`config.mk`:
```
export PLATFORM = sky130hd
export DESIGN_NAME = cdgc_ctrl
export DESIGN_NICKNAME = d
export VERILOG_FILES = /design/src/core/cdgc_pkg.sv /design/src/core/cdgc_cd_sync.sv /design/src/core/cdgc_sticky.sv /design/src/core/cdgc_ctrl.sv
export SDC_FILE = /design/constraint.sdc
export NUM_CORES = 1
export LEC_CHECK = 0
export BUFFER_PORTS_ARGS = -buffer_cell sky130_fd_sc_hd__buf_2
export CAP_MARGIN = 10
export CORE_ASPECT_RATIO = 1.2
export CORE_MARGIN = 2
export CORE_UTILIZATION = 43
export DETAILED_ROUTE_END_ITERATION = 16
export PLACE_DENSITY = 0.76
export SYNTH_ARGS = -nofsm -noshare
export SYNTH_HDL_FRONTEND = slang
export SYNTH_SLANG_ARGS = --single-unit
```
`constraint.sdc`:
```
create_clock -name aclk -period 1.55 [get_ports aclk]
set_input_delay 0.155 -clock aclk [delete_from_list [all_inputs] [get_ports aclk]]
set_output_delay 0.155 -clock aclk [all_outputs]
set_load 0.05 [all_outputs]
```
`src/core/cdgc_pkg.sv`:
```
package cdgc_pkg;
  // Bus geometry
  localparam int unsigned CDGC_DATA_W  = 32;
  localparam int unsigned CDGC_REG_W   = 8;
  localparam int unsigned CDGC_DEC_W   = 8;
  // Byte offsets of the register words
  localparam logic [7:0] OFS_CTRL      = 8'h00;
  localparam logic [7:0] OFS_EVT_STAT  = 8'h04;
  localparam logic [7:0] OFS_EVT_CLR   = 8'h08;
  localparam logic [7:0] OFS_EVT_EN    = 8'h0C;
  localparam logic [7:0] OFS_IRQ_CFG   = 8'h10;
  localparam logic [7:0] OFS_PIN_STAT  = 8'h14;
  // Control register fields
  localparam int unsigned CTRL_RSVD_HI_LSB = 6;
  localparam int unsigned CTRL_SW_EVT_BIT  = 5;
  localparam int unsigned CTRL_RESUME_BIT  = 4;
  localparam int unsigned CTRL_RSVD_MD_LSB = 2;
  localparam int unsigned CTRL_CLR_EN_BIT  = 1;
  localparam int unsigned CTRL_RSVD_LO_BIT = 0;
  localparam logic [7:0]  CTRL_RESET       = 8'h00;
  localparam logic [7:0]  CTRL_STORE_MASK  = 8'hDF;
  // Event bits, same layout in status, clear and enable
  localparam int unsigned EVT_W          = 4;
  localparam int unsigned EVT_CHANGE_A   = 0;
  localparam int unsigned EVT_CHANGE_B   = 1;
  localparam int unsigned EVT_REMOVAL    = 2;
  localparam int unsigned EVT_RESUME     = 3;
  localparam logic [3:0]  EVT_EN_RESET   = 4'h0;
  // Interrupt configuration fields
  localparam int unsigned CFG_DET_EN_BIT = 3;
  localparam int unsigned CFG_SEL_LSB    = 4;
  localparam logic [7:0]  CFG_RESET      = 8'h00;
  localparam logic [7:0]  CFG_STORE_MASK = 8'hF8;
  localparam logic [7:0]  CFG_SEL_MASK   = 8'hF0;
  // Pin status fields
  localparam int unsigned PIN_CD1_BIT    = 0;
  localparam int unsigned PIN_CD2_BIT    = 1;
  localparam int unsigned PIN_RESUME_BIT = 2;
  localparam int unsigned PIN_PRESENT_BIT = 3;
  // Detect inputs idle high with no card
  localparam logic        CD_RESET_LEVEL = 1'b1;
  localparam logic [1:0]  SYNC_FILL      = 2'h2;
  // Bus responses
  localparam logic [1:0]  RESP_OKAY      = 2'h0;
  localparam logic [1:0]  RESP_SLVERR    = 2'h2;
endpackage

```
`src/core/cdgc_cd_sync.sv`:
```
`timescale 1ns/1ps
`default_nettype none
module cdgc_cd_sync
  import cdgc_pkg::*;
#(
  parameter int unsigned W = 2
) (
  input  wire logic         aclk,
  input  wire logic         aresetn,
  input  wire logic [W-1:0] raw_n,
  output logic      [W-1:0] level_n,
  output logic      [W-1:0] change
);
  logic [W-1:0] meta_q;
  logic [W-1:0] sync_q;
  logic [W-1:0] last_q;
  logic [1:0]   fill_q;
  logic         primed;

  // Hide edges until the chain holds real samples
  assign primed  = (fill_q == SYNC_FILL);
  assign level_n = sync_q;

  always_ff @(posedge aclk) begin
    if (!aresetn) begin
      fill_q <= 2'h0;
    end else if (!primed) begin
      fill_q <= fill_q + 2'h1;
    end
  end

  // Two flops per pin, then one edge detector per pin
  for (genvar i = 0; i < W; i++) begin : g_pin
    always_ff @(posedge aclk) begin
      if (!aresetn) begin
        meta_q[i] <= CD_RESET_LEVEL;
        sync_q[i] <= CD_RESET_LEVEL;
        last_q[i] <= CD_RESET_LEVEL;
      end else begin
        meta_q[i] <= raw_n[i];
        sync_q[i] <= meta_q[i];
        last_q[i] <= sync_q[i];
      end
    end
    assign change[i] = primed & (sync_q[i] ^ last_q[i]);
  end
endmodule // cdgc_cd_sync
`default_nettype wire

```
`src/core/cdgc_sticky.sv`:
```
`timescale 1ns/1ps
`default_nettype none
module cdgc_sticky
  import cdgc_pkg::*;
#(
  parameter int unsigned W = 4
) (
  input  wire logic         aclk,
  input  wire logic         aresetn,
  input  wire logic [W-1:0] set,
  input  wire logic [W-1:0] clr,
  input  wire logic [W-1:0] en,
  output logic      [W-1:0] status,
  output logic              irq
);
  logic [W-1:0] status_q;

  // Set beats clear so a same-cycle event survives
  for (genvar i = 0; i < W; i++) begin : g_bit
    always_ff @(posedge aclk) begin
      if (!aresetn) begin
        status_q[i] <= 1'b0;
      end else begin
        status_q[i] <= set[i] | (status_q[i] & ~clr[i]);
      end
    end
  end

  assign status = status_q;
  assign irq    = |(status_q & en);
endmodule // cdgc_sticky
`default_nettype wire

```
`src/core/cdgc_ctrl.sv`:
```
// Local design decisions: the address map and the AXI4-Lite interface to the registers.
`timescale 1ns/1ps
`default_nettype none
module cdgc_ctrl
  import cdgc_pkg::*;
#(
  parameter int unsigned ADDR_W = 8
) (
  input  wire logic              aclk,
  input  wire logic              aresetn,
  // AXI4-Lite write address
  input  wire logic [ADDR_W-1:0] s_axi_awaddr,
  input  wire logic              s_axi_awvalid,
  output logic                   s_axi_awready,
  // AXI4-Lite write data
  input  wire logic [31:0]       s_axi_wdata,
  input  wire logic [3:0]        s_axi_wstrb,
  input  wire logic              s_axi_wvalid,
  output logic                   s_axi_wready,
  // AXI4-Lite write response
  output logic      [1:0]        s_axi_bresp,
  output logic                   s_axi_bvalid,
  input  wire logic              s_axi_bready,
  // AXI4-Lite read address
  input  wire logic [ADDR_W-1:0] s_axi_araddr,
  input  wire logic              s_axi_arvalid,
  output logic                   s_axi_arready,
  // AXI4-Lite read data
  output logic      [31:0]       s_axi_rdata,
  output logic      [1:0]        s_axi_rresp,
  output logic                   s_axi_rvalid,
  input  wire logic              s_axi_rready,
  // Socket pins
  input  wire logic              card_detect_1_n,
  input  wire logic              card_detect_2_n,
  output logic                   resume_indicate_out_n,
  // Socket side results
  output logic                   config_clear_pulse,
  output logic                   card_status_change_irq,
  output logic      [3:0]        status_change_irq_select,
  output logic                   irq
);
  // Decode needs the full offset space
  if (ADDR_W < CDGC_DEC_W) begin : g_chk
    $error("cdgc_ctrl: ADDR_W below 8 cannot reach the map");
  end

  // Bus holding state
  logic [ADDR_W-1:0] awaddr_q;
  logic              aw_held_q;
  logic [31:0]       wdata_q;
  logic [3:0]        wstrb_q;
  logic              w_held_q;
  logic              bvalid_q;
  logic [1:0]        bresp_q;
  logic              rvalid_q;
  logic [1:0]        rresp_q;
  logic [31:0]       rdata_q;

  // Register state
  logic [7:0]        ctrl_q;
  logic [7:0]        ctrl_d;
  logic [7:0]        cfg_q;
  logic [7:0]        cfg_d;
  logic [EVT_W-1:0]  evt_en_q;
  logic              clear_pulse_q;

  // Event wiring
  logic [1:0]        cd_level_n;
  logic [1:0]        cd_change;
  logic [EVT_W-1:0]  evt_set;
  logic [EVT_W-1:0]  evt_clr;
  logic [EVT_W-1:0]  evt_status;
  logic              any_change;
  logic              both_high;
  logic              removal_fire;
  logic              sw_event;

  // Write decode wires
  logic              aw_hs;
  logic              w_hs;
  logic              wr_go;
  logic [7:0]        wr_ofs;
  logic              wr_hi_zero;
  logic              wr_lane0;
  logic [7:0]        wr_byte;
  logic              wr_ctrl;
  logic              wr_clr;
  logic              wr_en;
  logic              wr_cfg;
  logic              wr_mapped;
  logic              wr_at_ctrl;
  logic              wr_at_stat;
  logic              wr_at_clr;
  logic              wr_at_en;
  logic              wr_at_cfg;
  logic              wr_at_pin;

  // Read decode wires
  logic              ar_hs;
  logic [7:0]        rd_ofs;
  logic              rd_hi_zero;
  logic              rd_mapped;
  logic              rd_at_ctrl;
  logic              rd_at_stat;
  logic              rd_at_clr;
  logic              rd_at_en;
  logic              rd_at_cfg;
  logic              rd_at_pin;
  logic [7:0]        rd_byte;
  logic [7:0]        pin_stat;

  // Channel handshakes; one write in flight at a time
  assign s_axi_awready = !aw_held_q && !bvalid_q;
  assign s_axi_wready  = !w_held_q && !bvalid_q;
  assign aw_hs         = s_axi_awvalid && s_axi_awready;
  assign w_hs          = s_axi_wvalid && s_axi_wready;
  assign wr_go         = aw_held_q && w_held_q && !bvalid_q;

  // Address and data may arrive in either order
  always_ff @(posedge aclk) begin
    if (!aresetn) begin
      aw_held_q <= 1'b0;
      awaddr_q  <= '0;
    end else if (aw_hs) begin
      aw_held_q <= 1'b1;
      awaddr_q  <= s_axi_awaddr;
    end else if (wr_go) begin
      aw_held_q <= 1'b0;
    end
  end

  always_ff @(posedge aclk) begin
    if (!aresetn) begin
      w_held_q <= 1'b0;
      wdata_q  <= 32'h0000_0000;
      wstrb_q  <= 4'h0;
    end else if (w_hs) begin
      w_held_q <= 1'b1;
      wdata_q  <= s_axi_wdata;
      wstrb_q  <= s_axi_wstrb;
    end else if (wr_go) begin
      w_held_q <= 1'b0;
    end
  end

  // Write decode; only byte lane 0 carries register bits
  assign wr_ofs     = {awaddr_q[7:2], 2'b00};
  assign wr_hi_zero = (awaddr_q >> CDGC_DEC_W) == '0;
  assign wr_lane0   = wstrb_q[0];
  assign wr_byte    = wdata_q[7:0];

  // One select per word; read-only words still answer OKAY
  assign wr_at_ctrl = wr_hi_zero && (wr_ofs == OFS_CTRL);
  assign wr_at_stat = wr_hi_zero && (wr_ofs == OFS_EVT_STAT);
  assign wr_at_clr  = wr_hi_zero && (wr_ofs == OFS_EVT_CLR);
  assign wr_at_en   = wr_hi_zero && (wr_ofs == OFS_EVT_EN);
  assign wr_at_cfg  = wr_hi_zero && (wr_ofs == OFS_IRQ_CFG);
  assign wr_at_pin  = wr_hi_zero && (wr_ofs == OFS_PIN_STAT);
  assign wr_mapped  = wr_at_ctrl || wr_at_stat || wr_at_clr ||
                      wr_at_en || wr_at_cfg || wr_at_pin;

  // Strobes fire once, in the cycle both halves are held
  assign wr_ctrl    = wr_go && wr_lane0 && wr_at_ctrl;
  assign wr_clr     = wr_go && wr_lane0 && wr_at_clr;
  assign wr_en      = wr_go && wr_lane0 && wr_at_en;
  assign wr_cfg     = wr_go && wr_lane0 && wr_at_cfg;

  // Response one cycle after both halves are held
  always_ff @(posedge aclk) begin
    if (!aresetn) begin
      bvalid_q <= 1'b0;
      bresp_q  <= RESP_OKAY;
    end else if (wr_go) begin
      bvalid_q <= 1'b1;
      bresp_q  <= wr_mapped ? RESP_OKAY : RESP_SLVERR;
    end else if (s_axi_bready) begin
      bvalid_q <= 1'b0;
    end
  end

  assign s_axi_bvalid = bvalid_q;
  assign s_axi_bresp  = bresp_q;

  // Control register: bit 5 is a strobe, never stored
  assign sw_event = wr_ctrl && wr_byte[CTRL_SW_EVT_BIT];
  assign ctrl_d   = wr_byte & CTRL_STORE_MASK;

  always_ff @(posedge aclk) begin
    if (!aresetn) begin
      ctrl_q <= CTRL_RESET;
    end else if (wr_ctrl) begin
      ctrl_q <= ctrl_d;
    end
  end

  // Interrupt config; select bits fall to zero on removal
  assign cfg_d = wr_cfg ? (wr_byte & CFG_STORE_MASK) : cfg_q;

  // Removal beats a same-cycle write so no stale select survives
  always_ff @(posedge aclk) begin
    if (!aresetn) begin
      cfg_q <= CFG_RESET;
    end else if (removal_fire) begin
      cfg_q <= cfg_d & ~CFG_SEL_MASK;
    end else begin
      cfg_q <= cfg_d;
    end
  end

  // Event enable register
  always_ff @(posedge aclk) begin
    if (!aresetn) begin
      evt_en_q <= EVT_EN_RESET;
    end else if (wr_en) begin
      evt_en_q <= wr_byte[EVT_W-1:0];
    end
  end

  // Detect pin synchroniser and edge detect
  cdgc_cd_sync #(
    .W (2)
  ) u_sync (
    .aclk    (aclk),
    .aresetn (aresetn),
    .raw_n   ({card_detect_2_n, card_detect_1_n}),
    .level_n (cd_level_n),
    .change  (cd_change)
  );

  // Removal means both pins high after a change
  assign any_change   = |cd_change;
  assign both_high    = cd_level_n[0] && cd_level_n[1];
  assign removal_fire = any_change && both_high && ctrl_q[CTRL_CLR_EN_BIT];

  // Event sources; software strobe hits both flags
  assign evt_set[EVT_CHANGE_A] = cd_change[0] || sw_event;
  assign evt_set[EVT_CHANGE_B] = cd_change[1] || sw_event;
  assign evt_set[EVT_REMOVAL]  = removal_fire;
  assign evt_set[EVT_RESUME]   = any_change && ctrl_q[CTRL_RESUME_BIT];
  assign evt_clr               = wr_clr ? wr_byte[EVT_W-1:0] : '0;

  cdgc_sticky #(
    .W (EVT_W)
  ) u_evt (
    .aclk    (aclk),
    .aresetn (aresetn),
    .set     (evt_set),
    .clr     (evt_clr),
    .en      (evt_en_q),
    .status  (evt_status),
    .irq     (irq)
  );

  // Resume pin held low until software clears its flag
  // Clearing bit 4 alone does not release it, so no wake is lost
  assign resume_indicate_out_n = !evt_status[EVT_RESUME];

  // One-cycle clear pulse toward the window registers
  always_ff @(posedge aclk) begin
    if (!aresetn) begin
      clear_pulse_q <= 1'b0;
    end else begin
      clear_pulse_q <= removal_fire;
    end
  end

  // Outside registers listed for clearing all take this strobe
  assign config_clear_pulse = clear_pulse_q;

  // Status change interrupt from either detect flag
  assign card_status_change_irq = cfg_q[CFG_DET_EN_BIT] &&
                                  (evt_status[EVT_CHANGE_A] ||
                                   evt_status[EVT_CHANGE_B]);
  assign status_change_irq_select = cfg_q[CFG_SEL_LSB +: 4];

  // Live pin view for software; upper nibble reads zero
  assign pin_stat[7:4]             = 4'h0;
  assign pin_stat[PIN_CD1_BIT]     = cd_level_n[0];
  assign pin_stat[PIN_CD2_BIT]     = cd_level_n[1];
  assign pin_stat[PIN_RESUME_BIT]  = !evt_status[EVT_RESUME];
  assign pin_stat[PIN_PRESENT_BIT] = !both_high;

  // Read decode and data select
  assign s_axi_arready = !rvalid_q;
  assign ar_hs         = s_axi_arvalid && s_axi_arready;
  assign rd_ofs        = {s_axi_araddr[7:2], 2'b00};
  assign rd_hi_zero    = (s_axi_araddr >> CDGC_DEC_W) == '0;

  // One select per word, shared by data and response
  assign rd_at_ctrl    = rd_hi_zero && (rd_ofs == OFS_CTRL);
  assign rd_at_stat    = rd_hi_zero && (rd_ofs == OFS_EVT_STAT);
  assign rd_at_clr     = rd_hi_zero && (rd_ofs == OFS_EVT_CLR);
  assign rd_at_en      = rd_hi_zero && (rd_ofs == OFS_EVT_EN);
  assign rd_at_cfg     = rd_hi_zero && (rd_ofs == OFS_IRQ_CFG);
  assign rd_at_pin     = rd_hi_zero && (rd_ofs == OFS_PIN_STAT);
  assign rd_mapped     = rd_at_ctrl || rd_at_stat || rd_at_clr ||
                         rd_at_en || rd_at_cfg || rd_at_pin;

  // Clear register is write-only, reads zero
  assign rd_byte = rd_at_ctrl ? ctrl_q :
                   rd_at_stat ? {4'h0, evt_status} :
                   rd_at_en   ? {4'h0, evt_en_q} :
                   rd_at_cfg  ? cfg_q :
                   rd_at_pin  ? pin_stat : 8'h00;

  // Read answer one cycle after the address is taken
  always_ff @(posedge aclk) begin
    if (!aresetn) begin
      rvalid_q <= 1'b0;
      rresp_q  <= RESP_OKAY;
      rdata_q  <= 32'h0000_0000;
    end else if (ar_hs) begin
      rvalid_q <= 1'b1;
      rresp_q  <= rd_mapped ? RESP_OKAY : RESP_SLVERR;
      rdata_q  <= {24'h00_0000, rd_byte};
    end else if (s_axi_rready) begin
      rvalid_q <= 1'b0;
    end
  end

  assign s_axi_rvalid = rvalid_q;
  assign s_axi_rresp  = rresp_q;
  assign s_axi_rdata  = rdata_q;
endmodule // cdgc_ctrl
`default_nettype wire

```
Word level (Yosys, flattened, before mapping)
Cells that the tools add are included.
{"block": "word_totals", "register_bits": 65, "out_inout_bits": 49, "wordCells": 118}
{"block": "classes", "n_addsub": 1, "eq_ne": 11, "muxes": 16, "n_bitwise": 18, "reduce_logical": 46}
{"operator": "8-bit two-way mux", "count": 4}
{"operator": "6-bit by 2-bit == test with 1-bit output (second input constant)", "count": 4}
{"operator": "6-bit by 3-bit == test with 1-bit output (second input constant)", "count": 4}
{"operator": "1-bit logical AND", "count": 18}
{"operator": "8-bit logical NOT", "count": 2}
{"operator": "1-bit logical OR", "count": 13}
{"operator": "6-bit by 1-bit == test with 1-bit output (second input constant)", "count": 2}
{"operator": "4-bit two-way mux", "count": 3}
{"operator": "2-bit nonzero test", "count": 4}
{"operator": "1-bit two-way mux", "count": 7}
{"operator": "1-bit AND", "count": 6}
{"operator": "1-bit logical NOT", "count": 6}
{"operator": "1-bit NOT", "count": 5}
{"operator": "4-bit AND", "count": 1}
{"operator": "2-bit two-way mux", "count": 2}
{"operator": "1-bit bitwise OR", "count": 4}
{"operator": "2-bit OR reduction", "count": 2}
{"operator": "4-bit OR reduction", "count": 1}
{"operator": "2-bit by 1-bit adder with 2-bit output (second input constant)", "count": 1}
{"operator": "2-bit == test (second input constant)", "count": 1}
{"operator": "1-bit XOR", "count": 2}

Logic depth before layout (Yosys ltp)
Gate-level depths: netlist of run 1.
{"block": "depth", "depth_word": 8, "ltp_mapped": 7}

Modules after synthesis
A second synthesis of run 1 with hierarchy kept.
{"block": "unflattened", "cells_unflattened": 301, "area_unflattened_um2": 2770.2}
{"mod": "cdgc_ctrl", "instances": 1, "cells_each": 260, "area_each_um2": 2323.5}
{"mod": "cdgc_cd_sync", "instances": 1, "cells_each": 26, "area_each_um2": 292.8}
{"mod": "cdgc_sticky", "instances": 1, "cells_each": 15, "area_each_um2": 153.9}

Worst setup path before layout of run 1
OpenSTA, ideal clock, no wires.
{"block": "synth_path", "kind": "register -> register", "start": "reg bvalid_q (netlist: s_axi_bvalid)", "end": "reg awaddr_q[2]", "arrival_time_ps": 1913, "required_ps": 1434, "setup_slack_ps": -479, "path_stages_with_launch": 6, "path_buffers": 1, "period_less_slack_ps": 2029, "path_cell_list": "dfxtp_1 > nor2_1 > and2_1 > buf_2 > mux2i_1 > nor2b_1"}
{"block": "synth_via", "elab_chain_cells": 3}
{"element": "from (decl)", "line": "cdgc_ctrl.sv:54", "source": "logic bvalid_q;"}
{"element": "from (signal assigned)", "line": "cdgc_ctrl.sv:172", "source": "bvalid_q <= 1'b0;"}
{"element": "from (signal assigned)", "line": "cdgc_ctrl.sv:175", "source": "bvalid_q <= 1'b1;"}
{"element": "from (signal assigned)", "line": "cdgc_ctrl.sv:178", "source": "bvalid_q <= 1'b0;"}
{"element": "1-bit logical NOT", "line": "cdgc_ctrl.sv:114", "source": "assign s_axi_awready = !aw_held_q && !bvalid_q;"}
{"element": "1-bit logical AND", "line": "cdgc_ctrl.sv:114"}
{"element": "net s_axi_awready", "line": "cdgc_ctrl.sv:14", "source": "output logic s_axi_awready,"}
{"element": "1-bit logical AND", "line": "cdgc_ctrl.sv:116", "source": "assign aw_hs = s_axi_awvalid && s_axi_awready;"}
{"element": "to (signal assigned)", "line": "cdgc_ctrl.sv:127", "source": "awaddr_q <= s_axi_awaddr;"}
{"element": "to (decl)", "line": "cdgc_ctrl.sv:49", "source": "logic [ADDR_W-1:0] awaddr_q;"}
The timed path passes the listed nets, and every way through them passes these cells.
A chain may end at the register's enable or synchronous reset.

Final worst setup path of run 1
{"block": "layout_path", "start": "reg awaddr_q[6]", "end": "reg evt_en_q[3]"}
{"block": "layout_via", "elab_chain_cells": 2}
{"element": "6-bit by 2-bit == test with 1-bit output", "line": "cdgc_ctrl.sv:157", "source": "assign wr_at_en = wr_hi_zero && (wr_ofs == OFS_EVT_EN);"}
{"element": "1-bit logical AND", "line": "cdgc_ctrl.sv:166", "source": "assign wr_en = wr_go && wr_lane0 && wr_at_en;"}
{"element": "to (signal assigned)", "line": "cdgc_ctrl.sv:216", "source": "evt_en_q <= wr_byte[EVT_W-1:0];"}
{"element": "to (decl)", "line": "cdgc_ctrl.sv:65", "source": "logic [EVT_W-1:0] evt_en_q;"}
Every way passes these cells.

==> flow_metrics.py, run 1 <==
metrics = {
    "run_status": {
        "outcome": "finished clean",
    },
    "cts": {
        "clkTransAtPathRegs_ns": 0.06,
        "clockBufferDepth": 2,
        "tritoncts": "done",
        "numClockSinks": 58,
        "cts-root-buf": "clkbuf_8",
        "cts_made_buffers": 9,
        "post_cts_buffers": 0,
        "cts-htree-levels": 3,
        "clock_latency_ns": 0.33,
    },
    "final_layout": {
        "num-fill-cells": 583,
        "final_cells": 447,
        "layout.nets": 422,
        "syn2layout_area_growth_pct": 18.5,
        "regArea_um2": 1160,
        "most-common-layout-cells": "dfxtp_1, buf_2, nand2_1",
        "drive_above_1_share": 0.244,
        "final_common_cell": "dfxtp_1",
        "multi_input_area_um2": 1310,
        "n_antenna_cell": 0,
    },
    "setup_path": {
        "r2r_setup_slack_ns": 0.02,
        "endpoint_kind": "flop",
        "worstSetupPathType": "reg2reg",
        "cp-start-kind": "flop",
        "arrival_ns": 1.76,
        "critPathMaxFanout": 4,
        "cp.required_ns": 1.78,
    },
    "detailed_routing": {
        "dr.pass1.iters": 4,
        "drtIter0Drc": 115,
        "ant_nets": 0,
        "via_per_inst": 4.67,
        "wirelength_um": 5310,
        "wl_per_cell_um": 11.9,
        "vias": 2089,
        "drc": 0,
    },
    "place": {
        "port_buffers": 52,
        "dp_hpwl_um": 3830,
        "routabilityCongestion": 0.823,
        "placed_cells": 431,
    },
    "sta": {
        "timing.hold.ws_ns": 0.00413,
        "fmax_ghz": 0.652,
        "finalHoldViolations": 0,
        "fin_crit_ns": 1.53,
        "finalCritPeriodShare": 0.989,
        "rsz0062_at_grt": "yes",
        "finClkSkew_ns": 0.00530,
        "setup_viol": 0,
        "timing.slew.headroom": 0.656,
        "tightest_slew_ns": 0.515,
        "drv_slew": 0,
    },
    "floorplanning": {
        "core_um2": 6010,
        "die_width_um": 75.8,
        "die_h_um": 90.1,
        "pin_count": 110,
        "rows": 31,
        "dieArea_um2": 6830,
        "initial_utilization": 0.442,
    },
    "synthesis": {
        "syn_area_per_cell_um2": 8.82,
        "synth_cell_types": 39,
        "synth_cells": 301,
        "ys_ff_latch": 58,
        "syn_area_um2": 2660,
        "synth-seq-area-share": 0.437,
        "yosysWarnings": 0,
    },
    "pwr": {
        "max-vdd-ir-drop_mv": 0.595,
        "powerDensity_nw_per_um2": 1080,
        "total_leakage_power_nw": 1.37,
    },
    "global_routing": {
        "gr-total-overflow": 0,
        "track_usage": 0.166,
        "grt_pass1_wl_um": 8620,
        "antenna_found_initial": 0,
        "grt_max_degree": 53,
        "grt_pass1_vias": 1901,
    },
    "min_path": {
        "hold_class": "in2reg",
    },
    "job": {
        "maxCapViolCount": 0,
    },
}
-- synthesized netlist by cell type --
| cell type | n | area [µm²] |
|---|---|---|
| nor3_1 | 2 | 10.0 |
| o211a_1 | 2 | 20.0 |
| a21oi_1 | 3 | 15.0 |
| nand3_1 | 10 | 50.1 |
| o21ai_1 | 2 | 10.0 |
| nand2_1 | 44 | 165 |
| mux2_2 | 1 | 11.3 |
| a21boi_0 | 13 | 97.6 |
| nand3b_1 | 2 | 15.0 |
| nand2b_1 | 10 | 62.6 |
| nor4bb_1 | 1 | 10.0 |
| inv_1 | 6 | 22.5 |
| a32oi_1 | 1 | 8.76 |
| nor4_2 | 1 | 12.5 |
| o21a_1 | 6 | 45.0 |
| nor4_4 | 1 | 21.3 |
| buf_4 | 30 | 225 |
| ha_1 | 1 | 12.5 |
| nor2b_1 | 16 | 100 |
| buf_2 | 1 | 5.00 |
| buf_1 | 2 | 7.51 |
| and3_1 | 1 | 6.26 |
| a22oi_1 | 5 | 37.5 |
| mux2i_1 | 17 | 170 |
| o21ai_0 | 23 | 115 |
| or3_1 | 1 | 6.26 |
| o211ai_1 | 1 | 7.51 |
| conb_1 | 1 | 3.75 |
| and3b_1 | 1 | 8.76 |
| nand4_1 | 3 | 18.8 |
| a31oi_1 | 2 | 12.5 |
| xnor2_1 | 1 | 8.76 |
| xor2_1 | 2 | 17.5 |
| a22o_1 | 4 | 35.0 |
| clkbuf_1 | 10 | 37.5 |
| nor2_1 | 9 | 33.8 |
| and2_1 | 6 | 37.5 |
| or3_4 | 1 | 11.3 |
| dfxtp_1 | 58 | 1160 |
-- power breakdown --
group | total [mW] | leakage, nW | switching, mW | internal, mW
Combinational | 0.573 | 0.815 | 0.378 | 0.195
Sequential | 1.62 | 0.473 | 0.0584 | 1.56
Clock | 1.20 | 0.0851 | 0.588 | 0.614
Total | 3.40 | 1.37 | 1.02 | 2.37
-- final timing paths --
path                     from                 to  cells past startpoint
max reg2reg       awaddr_q[6]        evt_en_q[3]                      5
min           card_detect_1_n   u_sync.meta_q[0]                      2
min reg2reg  u_sync.meta_q[1]  u_sync.level_n[1]                      1
max               awaddr_q[6]        evt_en_q[3]                      5
-- critical path, cell delays in order (launching register included) --
cell and delay [ns]:
dfxtp_2 0.32, or3_4 0.40, nor4_4 0.27, buf_6 0.17, mux2i_1 0.21, nor2b_1 0.06
-- area by class of cell --
cell class | instances | area share
Timing Repair Buffer | 66 | 0.121
Clock inverter | 5 | 0.00954
Clock buffer | 11 | 0.0449
Sequential cell | 58 | 0.370
Multi-Input combinational cell | 219 | 0.415
Tap cell | 82 | 0.0326
Inverter | 6 | 0.00715
-- registers in the layout, indices dropped and copies added, names as in the netlist --
name and cells:
s_axi_rdata 8, wdata_q 8, ctrl_q 7, awaddr_q 6, cfg_q 5, evt_en_q 4
u_evt.status 4, u_sync.fill_q 2, u_sync.last_q 2, u_sync.level_n 2, u_sync.meta_q 2, aw_held_q 1
config_clear_pulse 1, s_axi_bresp 1, s_axi_bvalid 1, s_axi_rresp 1, s_axi_rvalid 1, w_held_q 1
wstrb_q 1
-- per-stage QoR --
step | util | area [µm²] | worst slack [ns] | power (mW) | TNS (ns)
2_1_floorplan | - | 2770 | 0.0712 | 2.13 | 0
3_3_place_gp | 0.494 | 2970 | 0.0754 | 2.22 | 0
3_5_place_dp | 0.494 | 2970 | 0.0337 | 2.23 | 0
4_1_cts | 0.523 | 3140 | 0.00454 | 3.43 | 0
5_1_grt | 0.524 | 3150 | -0.0471 | 3.57 | -0.173
6_report | 0.524 | 3150 | 0.0164 | 3.40 | 0
-- per-layer routing --
layer,part of all wire,up-vias,wire length (µm),track usage
met2,0.48,65,2550,0.254
li1,-,1087,-,-
met4,0.018,0,95,0.0789
met1,0.45,928,2380,0.217
met5,0,-,0,0
met3,0.054,9,288,0.0381
-- what timing repair did --
item | 4_1_cts | 5_1_grt
setup endpoints to repair | 1 | 6
gates resized for setup | 0 | 2
pin swaps | 1 | 0
hold buffers | 0 | 0
-- logic make-up after synthesis --
logic type,count (synthesis),synth area share
AO/OA/AOI/OAI,62,0.152
XOR/XNOR,3,0.00989
adder cells (fa/ha/maj),1,0.00471
buffers and inverters,49,0.112
flip-flops,58,0.437
multiplexers,18,0.0683
other,1,0.00141
AND/OR/NAND/NOR,109,0.214
Power figures use the tool's default switching activity.
==> run 2, diff against run 1 <==
Settings changed: CORE_UTILIZATION 43 to 51, PLACE_DENSITY 0.76 to 0.84, RECOVER_POWER from default to 25.
Clock period 1.55 ns to 1.8 ns, I/O delays scaled along.
==> flow_metrics.py, run 2 (synthesis gave the netlist of run 1 again) <==
metrics = {
    "place": {
        "dpl_cell_area_um2": 2850,
        "dp_hpwl_um": 3860,
        "pre_cts_ws_ns": 0.190,
        "port_buffers": 52,
        "routabilityCongestion": 0.818,
    },
    "final_layout": {
        "fin_util": 0.613,
        "layout.nets": 413,
        "syn2layout_area_growth_pct": 14.8,
        "final_common_cell": "dfxtp_1",
        "n_antenna_cell": 0,
        "final_cell_area_um2": 3050,
        "drive_above_1_share": 0.188,
        "most-common-layout-cells": "dfxtp_1, nand2_1, buf_2",
    },
    "cts": {
        "hold_buffers": 0,
        "tritoncts": "done",
        "clockBufferDepth": 2,
        "cts-htree-levels": 3,
        "cts_resized": 0,
        "cts_made_buffers": 9,
        "cts-root-buf": "clkbuf_8",
        "clock_latency_ns": 0.34,
        "post_cts_buffers": 0,
        "numClockSinks": 58,
        "clkTransAtPathRegs_ns": 0.07,
    },
    "detailed_routing": {
        "dr.pass1.iters": 4,
        "wl_per_cell_um": 12.7,
        "drtIter0Drc": 115,
        "ant_nets": 0,
        "via_per_inst": 5.04,
        "wirelength_um": 5270,
        "drc": 0,
        "vias": 2098,
    },
    "setup_path": {
        "cp.required_ns": 2.03,
        "cp-start-kind": "flop",
        "worstSetupPathType": "reg2reg",
        "path_cells": "or3_4, nor4_2, a21boi_0, o21a_1",
        "crit_family": "simple AND/OR/NAND/NOR gates",
        "critPathMaxFanout": 4,
        "critical-path-slowest-cell": "nor4_2",
        "arrival_ns": 1.84,
        "max_stage_delay_ns": 0.42,
        "cp.buffers_inverters": 0,
        "endpoint_kind": "flop",
    },
    "sta": {
        "tns_ns": 0,
        "fmax_ghz": 0.622,
        "rsz0062_at_grt": "no",
        "setup_viol": 0,
        "fin_crit_ns": 1.61,
        "setup_ws_ns": 0.193,
        "timing.slew.headroom": 0.537,
        "tightest_slew_ns": 0.695,
        "finClkSkew_ns": 0.00802,
        "drv_slew": 0,
        "finalHoldViolations": 0,
        "finalCritPeriodShare": 0.893,
    },
    "min_path": {
        "hold_class": "in2reg",
    },
    "run_status": {
        "outcome": "finished clean",
    },
    "floorplanning": {
        "die_h_um": 83.1,
        "initial_utilization": 0.534,
        "pin_count": 110,
        "dieArea_um2": 5800,
        "rows": 28,
        "die_width_um": 69.9,
        "core_um2": 4970,
    },
    "global_routing": {
        "antenna_found_initial": 0,
        "grt_pass1_wl_um": 8930,
        "grt_pass1_vias": 2011,
        "grt_max_degree": 38,
        "gr-total-overflow": 0,
        "track_usage": 0.191,
    },
    "pwr": {
        "powerDensity_nw_per_um2": 1040,
        "finalPower_mw": 3.16,
        "total_leakage_power_nw": 1.29,
        "max-vdd-ir-drop_mv": 0.771,
    },
    "job": {
        "maxCapViolCount": 0,
    },
}
==> run 2: path summary, 6_finish.rpt <==
| path | depth (start not counted) | slack (ns) | end | from |
|---|---|---|---|---|
| worst min-delay path | 2 | 0.03 | u_sync.meta_q[1] | card_detect_2_n |
| worst min register to register | 1 | 0.42 | u_sync.level_n[0] | u_sync.meta_q[0] |
| worst max register to register | 4 | 0.19 | u_evt.status[1] | awaddr_q[5] |
| worst max-delay path | 4 | 0.19 | u_evt.status[1] | awaddr_q[5] |
==> run 2: where the power goes <==
| group | internal, mW | switching (mW) | total (mW) |
|---|---|---|---|
| Combinational | 0.142 | 0.315 | 0.457 |
| Sequential | 1.35 | 0.0536 | 1.40 |
| Clock | 0.775 | 0.530 | 1.30 |
==> run 2: cell type report <==
class                   instances  area (µm²)
multi-input cells             219        1290
clock inverters                 7        93.8
fillers                       462        1920
clock buffers                   9         124
well taps                      60        75.1
flip-flops and latches         58        1160
inverters                       6        22.5
repair buffers                 57         283
==> run 2: metrics by stage <==
| stage | cells | hold WS [ns] |
|---|---|---|
| 2_1_floorplan | 326 | 0.281 |
| 3_3_place_gp | 400 | 0.369 |
| 3_5_place_dp | 400 | 0.371 |
| 4_1_cts | 416 | 0.0133 |
| 5_1_grt | 416 | 0.0292 |
| 6_report | 416 | 0.0262 |
==> run 2: metal layers <==
layer	GRT usage	wire length, µm
met4	0.0944	114
met1	0.220	2300
met5	0	0
met3	0.0619	330
met2	0.316	2530
==> run 2: worst reg2reg max path, cell delays in order, from the launching register on <==
cell	delay [ns]
dfxtp_1	0.33
or3_4	0.41
nor4_2	0.42
a21boi_0	0.15
o21a_1	0.19
==> run 3, diff against run 2 <==
Settings changed: CORE_UTILIZATION 51 to 52, PLACE_DENSITY 0.84 to 0.85, SYNTH_HIERARCHICAL from default to 1.
==> flow_metrics.py, run 3 <==
metrics = {
    "setup_path": {
        "critical-path-slowest-cell": "dfxtp_1",
        "cp.buffers_inverters": 1,
        "crit_family": "simple AND/OR/NAND/NOR gates",
        "path_cells": "and4b_2, nand3_4, inv_1, a21o_1, o21a_1",
        "max_stage_delay_ns": 0.44,
        "cp.required_ns": 2.04,
        "endpoint_kind": "flop",
        "critPathMaxFanout": 15,
        "worstSetupPathType": "reg2reg",
        "arrival_ns": 1.79,
        "cp-start-kind": "flop",
    },
    "sta": {
        "finClkSkew_ns": 0.00890,
        "rsz0062_at_grt": "no",
        "tightest_slew_ns": 1.07,
        "drv_slew": 0,
        "finalHoldViolations": 0,
        "tns_ns": 0,
        "finalCritPeriodShare": 0.864,
        "setup_viol": 0,
        "fmax_ghz": 0.643,
        "setup_ws_ns": 0.244,
        "fin_crit_ns": 1.56,
        "timing.slew.headroom": 0.290,
    },
    "floorplanning": {
        "dieArea_um2": 5930,
        "initial_utilization": 0.530,
        "die_h_um": 84.0,
        "pin_count": 110,
        "rows": 29,
        "die_width_um": 70.6,
        "core_um2": 5230,
    },
    "synthesis": {
        "yosysWarnings": 6,
        "synth_cell_types": 47,
        "yosysTopAreaCell": "dfxtp_1",
        "async_flop_share": 0,
        "synth_cells": 301,
        "synth.most_common_cell": "dfxtp_1",
        "ys_ff_latch": 58,
        "yosys.area.top_type_share": 0.419,
        "synth_edf_count": 0,
        "synth_area_leaders": "dfxtp_1, buf_4, nand2_1",
        "synth_top_flop_cell": "dfxtp_1",
        "synth_common_cells": "dfxtp_1, nand2_1, buf_4",
        "synth-seq-area-share": 0.419,
        "syn_area_per_cell_um2": 9.20,
        "syn_area_um2": 2770,
    },
    "final_layout": {
        "drive_above_1_share": 0.222,
        "n_antenna_cell": 0,
        "num-fill-cells": 474,
        "layout.nets": 414,
        "syn2layout_area_growth_pct": 13.5,
        "final_cell_area_um2": 3140,
        "final_common_cell": "dfxtp_1",
        "most-common-layout-cells": "dfxtp_1, buf_2, nand2_1",
        "fin_util": 0.602,
    },
    "global_routing": {
        "antenna_found_initial": 0,
        "grt_pass1_vias": 2043,
        "grt_max_degree": 27,
        "gr-total-overflow": 0,
        "track_usage": 0.201,
        "grt_pass1_wl_um": 9250,
    },
    "place": {
        "port_buffers": 52,
        "routabilityCongestion": 0.778,
        "dp_hpwl_um": 4170,
        "pre_cts_ws_ns": 0.246,
        "dpl_cell_area_um2": 2950,
    },
    "pwr": {
        "total_leakage_power_nw": 1.35,
        "max-vdd-ir-drop_mv": 0.578,
        "powerDensity_nw_per_um2": 1030,
    },
    "min_path": {
        "hold_class": "in2reg",
    },
    "cts": {
        "cts_resized": 0,
        "hold_buffers": 0,
        "cts-htree-levels": 3,
        "tritoncts": "done",
        "numClockSinks": 58,
        "cts_made_buffers": 9,
        "clock_latency_ns": 0.34,
        "clkTransAtPathRegs_ns": 0.07,
        "clockBufferDepth": 2,
        "post_cts_buffers": 0,
        "cts-root-buf": "clkbuf_8",
    },
    "job": {
        "maxCapViolCount": 0,
    },
    "detailed_routing": {
        "wl_per_cell_um": 13.4,
        "via_per_inst": 5.20,
        "drtIter0Drc": 100,
        "wirelength_um": 5580,
        "drc": 0,
        "ant_nets": 0,
        "vias": 2172,
        "dr.pass1.iters": 4,
    },
    "run_status": {
        "outcome": "finished clean",
    },
}
[run 3: layout make-up]
type,instances,area [µm²],share of cell area
inverters,6,22.5,0.00716
multi-input cells,222,1410,0.447
flip-flops and latches,58,1160,0.369
well taps,62,77.6,0.0247
repair buffers,54,259,0.0824
clock buffers,11,141,0.0450
clock inverters,5,77.6,0.0247
[run 3: cells by family after synthesis]
kind of cell,count (synthesis),synth area share
AO/OA/AOI/OAI,66,0.168
buffers and inverters,46,0.108
other,1,0.00135
adder cells (fa/ha/maj),2,0.00903
XOR/XNOR,3,0.00949
AND/OR/NAND/NOR,115,0.249
multiplexers,10,0.0361
flip-flops,58,0.419
[run 3: per-stage QoR]
| step | hold WS, ns | power (mW) | cells |
|---|---|---|---|
| 2_1_floorplan | 0.253 | 1.89 | 326 |
| 3_3_place_gp | 0.365 | 1.95 | 402 |
| 3_5_place_dp | 0.364 | 1.97 | 402 |
| 4_1_cts | 0.00545 | 3.30 | 418 |
| 5_1_grt | 0.0116 | 3.39 | 418 |
| 6_report | 0.0217 | 3.25 | 418 |
[run 3: worst paths after layout]
check             slack, ns  cells after the start        startpoint           endpoint
setup / recovery       0.24                      5      s_axi_bvalid    u_evt/status[0]
hold / removal         0.02                      2   card_detect_1_n   u_sync/meta_q[0]
setup reg to reg       0.24                      5      s_axi_bvalid    u_evt/status[0]
hold reg to reg        0.43                      1  u_sync/meta_q[0]  u_sync/level_n[0]
[run 3: report_power, final]
group / internal (mW) / total (mW) / leakage (nW) / switching (mW)
clock: 0.812 / 1.32 / 0.109 / 0.507
sequential: 1.35 / 1.41 / 0.473 / 0.0591
combinational: 0.157 / 0.518 / 0.767 / 0.360
total: 2.32 / 3.25 / 1.35 / 0.927
[run 3: per-layer routing]
layer / share of wire / GRT usage / vias up
met4: 0.024 / 0.0943 / 0
met5: 0 / 0 / -
met2: 0.52 / 0.354 / 66
met1: 0.40 / 0.217 / 1017
li1: - / - / 1077
met3: 0.052 / 0.0604 / 12
